==> config.mk <==
export PLATFORM = sky130hd
export DESIGN_NAME = mhc_hours_counter
export DESIGN_NICKNAME = d
export VERILOG_FILES = /design/src/verilog/mhc_pkg.sv /design/src/verilog/mhc_hours_counter.sv /design/src/verilog/mhc_minute_tick.sv
export VERILOG_INCLUDE_DIRS = /design/src /design/src/verilog
export SDC_FILE = /design/constraint.sdc
export NUM_CORES = 2
export LEC_CHECK = 0
export ABC_AREA = 1
export CAP_MARGIN = 10
export CORE_ASPECT_RATIO = 1.1
export CORE_UTILIZATION = 47
export DETAILED_ROUTE_END_ITERATION = 10
export DONT_BUFFER_PORTS = 1
export GPL_ROUTABILITY_DRIVEN = 0
export GPL_TIMING_DRIVEN = 0
export HOLD_SLACK_MARGIN = 0.08
export PLACE_DENSITY = 0.68
export RECOVER_POWER = 100
export SLEW_MARGIN = 20
export SYNTH_ARGS = -nofsm -noshare
export SYNTH_HDL_FRONTEND = slang
export SYNTH_SLANG_ARGS = --single-unit
==> constraint.sdc <==
create_clock -name clock -period 94.1 [get_ports clock]
set_input_delay 14.115 -clock clock [delete_from_list [all_inputs] [get_ports clock]]
set_output_delay 14.115 -clock clock [all_outputs]
set_load 0.02 [all_outputs]
==> src/verilog/mhc_defines.svh <==
`ifndef MHC_DEFINES_SVH
`define MHC_DEFINES_SVH

// Register byte offsets
`define MHC_REG_CTRL      4'h0
`define MHC_REG_INTERVAL  4'h4
`define MHC_REG_OPTIME    4'h8
`define MHC_REG_TOGO      4'hc

// Control register fields
`define MHC_CTRL_RUN      0
`define MHC_CTRL_IDLECLR  1
`define MHC_CTRL_EXTSEL   2
`define MHC_CTRL_PRESET   3

// Status bits in control read
`define MHC_STAT_OUT      8
`define MHC_STAT_SAT      9

// Reset values
`define MHC_CTRL_RESET    4'h0

// Limits in hours and minutes
`define MHC_MIN_PER_HOUR  60
`define MHC_MAX_IV_HOURS  9999
`define MHC_MAX_OT_HOURS  99999
`define MHC_MAX_MINUTE    59

// Timing
`define MHC_CLOCK_HZ      40000000
`define MHC_TICK_SECONDS  60
`define MHC_TICK_CYCLES   (`MHC_CLOCK_HZ * `MHC_TICK_SECONDS)

`endif

==> src/verilog/mhc_pkg.sv <==
package mhc_pkg;

  typedef logic [23:0] mhc_minutes_t;

  typedef enum logic [0:0] {
    MHC_CLR_RESET_ONLY = 1'b0,
    MHC_CLR_RESET_IDLE = 1'b1
  } mhc_clrmode_e;

  typedef enum logic [1:0] {
    MHC_BUS_IDLE = 2'b00,
    MHC_BUS_ACK  = 2'b01
  } mhc_bus_e;

endpackage

==> src/verilog/mhc_hours_counter.sv <==
// Decided for this implementation: the register offsets and the Avalon-MM slave port.
`timescale 1ns/1ps
`include "mhc_defines.svh"

module mhc_hours_counter
  import mhc_pkg::*;
#(
  parameter int unsigned TICK_CYCLES = `MHC_TICK_CYCLES
) (
  input  wire logic        clock,
  input  wire logic        nrst,
  input  wire logic        clockEnable,
  input  wire logic        monitorIn,
  input  wire logic        loadIn,
  input  wire logic        clearAllIn,
  input  wire logic [15:0] extIntervalHours,
  input  wire logic [3:0]  avs_address,
  input  wire logic        avs_read,
  input  wire logic        avs_write,
  input  wire logic [31:0] avs_writedata,
  input  wire logic [3:0]  avs_byteenable,
  output logic [31:0]      avs_readdata,
  output logic             avs_waitrequest,
  output logic             serviceDue
);

  // ****************************************
  // Helpers
  // ****************************************
  function automatic mhc_minutes_t toMinutes(input logic [16:0] hours,
                                             input logic [5:0] mins);
    toMinutes = 24'(hours) * 24'(`MHC_MIN_PER_HOUR) + 24'(mins);
  endfunction

  function automatic logic [31:0] merge(input logic [31:0] oldv,
                                        input logic [31:0] newv,
                                        input logic [3:0] be);
    for (int i = 0; i < 4; i++)
      merge[i*8 +: 8] = be[i] ? newv[i*8 +: 8] : oldv[i*8 +: 8];
  endfunction

  localparam mhc_minutes_t IV_MAX =
    24'(`MHC_MAX_IV_HOURS * `MHC_MIN_PER_HOUR + `MHC_MAX_MINUTE);
  localparam mhc_minutes_t OT_MAX =
    24'(`MHC_MAX_OT_HOURS * `MHC_MIN_PER_HOUR);
  localparam mhc_minutes_t OT_PRE_MAX =
    24'(`MHC_MAX_OT_HOURS * `MHC_MIN_PER_HOUR + `MHC_MAX_MINUTE);

  // ****************************************
  // Input synchronisers
  // ****************************************
  logic [2:0] syncA;
  logic [2:0] syncB;
  logic       monitor;
  logic       loadLvl;
  logic       clearLvl;
  logic       loadPrev;
  logic       clearPrev;

  always_ff @(posedge clock or negedge nrst) begin
    if (!nrst) begin
      syncA <= 3'h0;
      syncB <= 3'h0;
      loadPrev <= 1'b0;
      clearPrev <= 1'b0;
    end else if (clockEnable) begin
      syncA <= {clearAllIn, loadIn, monitorIn};
      syncB <= syncA;
      loadPrev <= syncB[1];
      clearPrev <= syncB[2];
    end
  end

  assign monitor  = syncB[0];
  assign loadLvl  = syncB[1];
  assign clearLvl = syncB[2];
  wire loadRise  = loadLvl & ~loadPrev;
  wire clearRise = clearLvl & ~clearPrev;

  // ****************************************
  // Minute tick
  // ****************************************
  logic tick;

  mhc_minute_tick #(
    .TICK_CYCLES (TICK_CYCLES)
  ) uTick (
    .clock       (clock),
    .nrst        (nrst),
    .clockEnable (clockEnable),
    .tick        (tick)
  );

  // ****************************************
  // Registers
  // ****************************************
  logic [3:0]   ctrl;
  logic [31:0]  intervalReg;
  mhc_minutes_t opTime;
  mhc_minutes_t timeToGo;
  logic         loaded;
  logic         outQ;
  logic         busAck;

  wire running    = ctrl[`MHC_CTRL_RUN];
  wire idleClear  = ctrl[`MHC_CTRL_IDLECLR];
  wire extSelect  = ctrl[`MHC_CTRL_EXTSEL];

  // External interval is whole hours, clamped into range
  wire [16:0] extHours = (extIntervalHours > 16'd9999) ?
                         17'd9999 : {1'b0, extIntervalHours};
  wire mhc_minutes_t ivFromReg = toMinutes({1'b0, intervalReg[15:0]},
                                           intervalReg[21:16]);
  wire mhc_minutes_t ivRaw = extSelect ? toMinutes(extHours, 6'd0)
                                       : ivFromReg;
  wire mhc_minutes_t interval = (ivRaw > IV_MAX) ? IV_MAX : ivRaw;

  // Interval seen last cycle: a run-time change reloads time-to-go
  mhc_minutes_t ivPrev;
  wire ivChanged = running & (interval != ivPrev);

  // Remainder only for preset offsets; divider is a once-off combinational cost
  wire mhc_minutes_t remainder = (interval == 24'h0) ? 24'h0
                                 : opTime % interval;
  wire mhc_minutes_t derivedTogo = interval - remainder;

  wire countStep  = tick & monitor & running;
  wire opSat      = (opTime >= OT_MAX);
  wire anyReset   = loadLvl | clearLvl;
  wire clearOut   = anyReset | (idleClear & ~monitor);
  wire reloadTogo = loadRise | clearRise | ivChanged;

  wire mhc_minutes_t otHrs  = opTime / 24'd60;
  wire mhc_minutes_t otMin  = opTime % 24'd60;
  wire mhc_minutes_t tgHrs  = timeToGo / 24'd60;
  wire mhc_minutes_t tgMin  = timeToGo % 24'd60;

  // Bus decode; writes land on the edge after the wait state, once waitrequest is low
  wire wrCtrl = avs_write & busAck & (avs_address == `MHC_REG_CTRL);
  wire wrIv   = avs_write & busAck & (avs_address == `MHC_REG_INTERVAL);
  wire wrOt   = avs_write & busAck & (avs_address == `MHC_REG_OPTIME)
                & ~running;
  wire [31:0] ctrlWord = merge({28'h0, ctrl}, avs_writedata,
                               avs_byteenable);
  wire [31:0] ivWord   = merge(intervalReg, avs_writedata, avs_byteenable);
  // Fields clamp apart so readback never shows an out-of-range value
  wire [15:0] ivHrsIn  = (ivWord[15:0] > 16'(`MHC_MAX_IV_HOURS)) ?
                         16'(`MHC_MAX_IV_HOURS) : ivWord[15:0];
  wire [5:0]  ivMinIn  = (ivWord[21:16] > 6'(`MHC_MAX_MINUTE)) ?
                         6'(`MHC_MAX_MINUTE) : ivWord[21:16];
  // Byte lanes merge against the readback format, not raw minutes
  wire [31:0] otWord = merge({9'h0, otMin[5:0], otHrs[16:0]},
                             avs_writedata, avs_byteenable);
  wire mhc_minutes_t otPre = toMinutes(otWord[16:0], otWord[22:17]);

  // Counters are plain flops; retention relies on a backed supply
  always_ff @(posedge clock or negedge nrst) begin
    if (!nrst) begin
      ctrl        <= `MHC_CTRL_RESET;
      intervalReg <= 32'h0;
      opTime      <= 24'h0;
      timeToGo    <= 24'h0;
      ivPrev      <= 24'h0;
      loaded      <= 1'b0;
      outQ        <= 1'b0;
    end else if (clockEnable) begin
      ivPrev <= interval;
      if (wrCtrl)
        ctrl <= ctrlWord[3:0];
      if (wrIv)
        intervalReg <= {10'h0, ivMinIn, ivHrsIn};
      // Operating time: preset, clear-all, or count up to the limit
      if (wrOt)
        opTime <= (otPre > OT_PRE_MAX) ? OT_PRE_MAX : otPre;
      else if (clearRise)
        opTime <= 24'h0;
      else if (countStep & ~opSat)
        opTime <= opTime + 24'h1;
      // Time-to-go
      if (reloadTogo) begin
        timeToGo <= interval;
        loaded   <= 1'b1;
      end else if (!running && !loaded)
        timeToGo <= derivedTogo;
      else if (countStep && timeToGo != 24'h0)
        timeToGo <= timeToGo - 24'h1;
      // Output: clears dominate while a reset input is held
      if (clearOut)
        outQ <= 1'b0;
      else if (running && timeToGo == 24'h0)
        outQ <= 1'b1;
    end
  end

  assign serviceDue = outQ;

  // ****************************************
  // Avalon slave, one wait state
  // ****************************************
  wire [31:0] rdMux =
    (avs_address == `MHC_REG_CTRL) ?
      {22'h0, opSat, outQ, 4'h0, ctrl} :
    (avs_address == `MHC_REG_INTERVAL) ? {10'h0, intervalReg[21:0]} :
    (avs_address == `MHC_REG_OPTIME) ?
      {9'h0, otMin[5:0], otHrs[16:0]} :
    (avs_address == `MHC_REG_TOGO) ?
      {9'h0, tgMin[5:0], tgHrs[16:0]} : 32'h0;

  always_ff @(posedge clock or negedge nrst) begin
    if (!nrst) begin
      busAck       <= 1'b0;
      avs_readdata <= 32'h0;
    end else if (clockEnable) begin
      busAck       <= (avs_read | avs_write) & ~busAck;
      // Captured once per read so data stands until the next one
      if (avs_read & ~busAck)
        avs_readdata <= rdMux;
    end
  end

  assign avs_waitrequest = (avs_read | avs_write) & ~busAck;

endmodule

==> src/verilog/mhc_minute_tick.sv <==
`timescale 1ns/1ps
`include "mhc_defines.svh"

module mhc_minute_tick
  import mhc_pkg::*;
#(
  parameter int unsigned TICK_CYCLES = `MHC_TICK_CYCLES
) (
  input  wire logic clock,
  input  wire logic nrst,
  input  wire logic clockEnable,
  output logic      tick
);

  logic [31:0] count;
  wire         atEnd = (count == 32'(TICK_CYCLES - 1));

  // Free-running so one minute is never lost to idle stretches
  always_ff @(posedge clock or negedge nrst) begin
    if (!nrst) begin
      count <= 32'h0;
      tick  <= 1'b0;
    end else if (clockEnable) begin
      count <= atEnd ? 32'h0 : count + 32'h1;
      tick  <= atEnd;
    end
  end

endmodule

==> results.yml <==
grt:
  grt_pass1_wl_um: 178000
  overflow: 0
  track_usage_pct: 28.4
  antenna_found_initial: 3
  grt_max_degree: 165
  grt_pass1_vias: 35000
die:
  ios: 98
  die_w_um: 265
  start_util_pct: 47.8
  die_h_um: 292
  die_area_sq_um: 77400
  rows: 105
  coreArea_sq_um: 75000
status:
  outcome: "finished clean"
setup_path:
  crit_arrival_ps: 86850
  r2r_end: "timeToGo[22]$_DFFE_PN0P_"
  crit_fanout: 10
  crit_top_cell: "nand2_1"
  r2r_start: "intervalReg[0]$_DFFE_PN0P_"
  cp_data_required_time_ps: 94440
  startpoint_type: "primary input"
  max_stage_delay_ps: 510
  cp_slowest_cell: "fa_1"
  critPathKind: "primary input to register"
  rr_worst_depth: 563
  startpoint: "extIntervalHours[6]"
  cp-end-kind: "register"
  rrSetupSlack_ps: 21000
cts:
  cts_sinks: 164
  htreeDepth: 4
  cts_buffers: 17
  cts_tree: "built"
  clockBufferDepth: 2
  hold_buffers: 0
  path_clk_slew_ps: 80
  clock-root-buffer: "clkbuf_16"
  insertion_delay_ps: 470
worst_hold_path:
  min_path_type: "register to register"
  hold_start: "syncA[1]$_DFFE_PN0P_"
  hold_depth: 2
  hold_path_end: "syncA[1]$_DFFE_PN0P_"
sta:
  clock_skew_ps: 14.7
  finalHoldViolCount: 0
  period_share_pct: 91.9
  slew_violations: 0
  max_freq_ghz: 0.0116
  period_minus_slack_ps: 86510
  worst_slew_pin_slew_ps: 1200
  hold_slack_ps: 483
  slew_headroom_pct: 19.2
  setup_viol: 0
synthesis:
  ys_warn_count: 0
  synthMuxAreaShare_pct: 0.115
  syn-cell-area_sq_um: 35900
  synth-adder-area-share_pct: 18.8
  synthCells: 5729
  synth_xor_area_share_pct: 6.42
  async_reset_ff_share_pct: 100
  synth_enable_flop_cells: 0
  ys_ff_latch: 164
  synth_compound_area_share_pct: 18.7
  synth_cell_type_count: 86
  ys.flop_type: "dfrtp_1"
  avgSynthCellArea_sq_um: 6.26
  yosys.area_share.simple_pct: 32.3
  ys_seq_area_share_pct: 11.4
  synth_top_family_by_area: "simple AND/OR/NAND/NOR gates"
place:
  dp_hpwl_um: 89900
  portBuffers: 0
finish:
  drive_gt1_share_pct: 11.3
  area_growth_pct: 9.57
  num-fill-cells: 7622
  regArea_sq_um: 4100
  nNetsFinal: 6403
  multi_input_area_sq_um: 28100
drt:
  wl_per_cell_um: 16.2
  via_per_inst: 5.47
  drt_first_pass_iters: 8
  drt-initial-drc-count: 2761
  ant_nets: 0
  drc_errors: 0
  vias: 37600
  drt_wl_total_um: 111000
job:
  cap_violations: 0
cells by family after synthesis:
| family | count (synthesis) |
|---|---|
| AO/OA/AOI/OAI | 1162 |
| multiplexers | 4 |
| adder cells (fa/ha/maj) | 490 |
| flip-flops | 164 |
| XOR/XNOR | 262 |
| other | 2 |
| buffers and inverters | 1095 |
| AND/OR/NAND/NOR | 2550 |
flip-flops by register name, summed over array words and instances (netlist names), 3 cells and up:
register,cells
ctrl,4
timeToGo,24
intervalReg,22
avs_readdata,23
uTick.count,32
opTime,24
ivPrev,23
syncA,3
syncB,3
metrics by stage:
step	setup TNS [ps]	util, %	setup WS, ps	instance area, sq um	instances
final	0	52.4	7590	39300	6880
after global routing	-979	52.4	-386	39300	6878
after CTS	0	51.1	68.4	38400	6825
after detailed placement	-49350	50.1	-3670	37600	6786
after global placement	-63080	49.6	-4210	37200	6775
after floorplan	0	-	10740	36000	5759
cell usage after synthesis, types with 91 or more instances:
library cell / instances / area (sq um)
nand3_1: 289 / 1450
a21oi_1: 396 / 1980
dfrtp_1: 164 / 4100
nor2_1: 474 / 1780
o21ai_0: 407 / 2040
clkbuf_1: 91 / 342
xnor2_1: 110 / 963
nand2_2: 118 / 738
xor2_1: 151 / 1320
ha_1: 408 / 5100
inv_1: 900 / 3380
nand2_1: 1247 / 4680
critical path: cells and delay by family:
family          cells  cell delay, ps
compound gates    196           30120
simple gates      211           21790
buf+inv           135           11870
fa+ha+maj          26            8550
xor+xnor            1             180
layout by cell type (no fill, tap or decap), drive strengths merged, types with 5 or more instances in the layout:
| cell | Yosys | layout |
|---|---|---|
| conb | 2 | 32 |
| o2111ai | 9 | 9 |
| nand2 | 1392 | 1393 |
| nor3b | 5 | 5 |
| clkinv | 12 | 17 |
| nand3 | 321 | 321 |
| ha | 408 | 408 |
| or2 | 89 | 89 |
| a31oi | 24 | 24 |
| o22ai | 13 | 13 |
| a21oi | 398 | 398 |
| nor3 | 88 | 88 |
| o221ai | 11 | 11 |
| buf | 40 | 115 |
| nor4 | 33 | 33 |
| o21a | 17 | 17 |
| xnor2 | 110 | 110 |
| and2 | 12 | 12 |
| nor2 | 511 | 511 |
| o21bai | 38 | 38 |
| a211oi | 13 | 13 |
| dfrtp | 164 | 164 |
| nand3b | 7 | 7 |
| o21ai | 476 | 476 |
| o211ai | 43 | 43 |
| clkinvlp | 0 | 6 |
| clkbuf | 101 | 113 |
| a221oi | 17 | 17 |
| a22oi | 13 | 13 |
| xor2 | 152 | 152 |
| inv | 938 | 941 |
| a21o | 36 | 36 |
| fa | 82 | 82 |
| o31ai | 32 | 32 |
| nand4 | 84 | 84 |
per-layer routing:
metal / part of all wire, % / vias to the layer above / global-route usage (%) / wire [um]
met4: 4.5 / 0 / 11.6 / 5040
met2: 46 / 1095 / 47.2 / 50800
met3: 6.7 / 282 / 4.03 / 7500
met1: 43 / 17200 / 36.7 / 48100
li1: - / 19000 / - / -
met5: 0 / - / 0 / 0
worst max-delay path by stage:
stage	endpoint	slack (ps)	depth (start not counted)
floorplan	timeToGo[22]$_DFFE_PN0P_	10740	568
CTS	timeToGo[22]$_DFFE_PN0P_	70	571
global route	timeToGo[22]$_DFFE_PN0P_	-390	575
detailed placement	timeToGo[22]$_DFFE_PN0P_	-3670	565
finish	timeToGo[22]$_DFFE_PN0P_	7590	569
global placement	timeToGo[22]$_DFFE_PN0P_	-4210	564
layout make-up:
| cell class | instances | area share (%) |
|---|---|---|
| Buffer | 143 | 2.21 |
| Clock inverter | 15 | 0.468 |
| Multi-Input combinational cell | 4501 | 71.5 |
| Sequential cell | 164 | 10.4 |
| Tap cell | 1016 | 3.24 |
| Inverter | 950 | 9.14 |
| Clock buffer | 17 | 1.08 |
| Timing Repair Buffer | 72 | 1.95 |
| Antenna cell | 2 | 0.0127 |
timing repair:
| action | CTS | global route |
|---|---|---|
| endpoints found under the setup margin | 24 | 24 |
| gates resized for setup | 30 | 190 |
| endpoints found under the hold margin | 0 | 0 |
| buffers inserted | 7 | 54 |
| pin swaps | 5 | 28 |
| cloned | 0 | 1 |
Power is left out: the tool's default activity adds up to more than one toggle a clock period on the data nets, which glitch-free logic cannot reach.
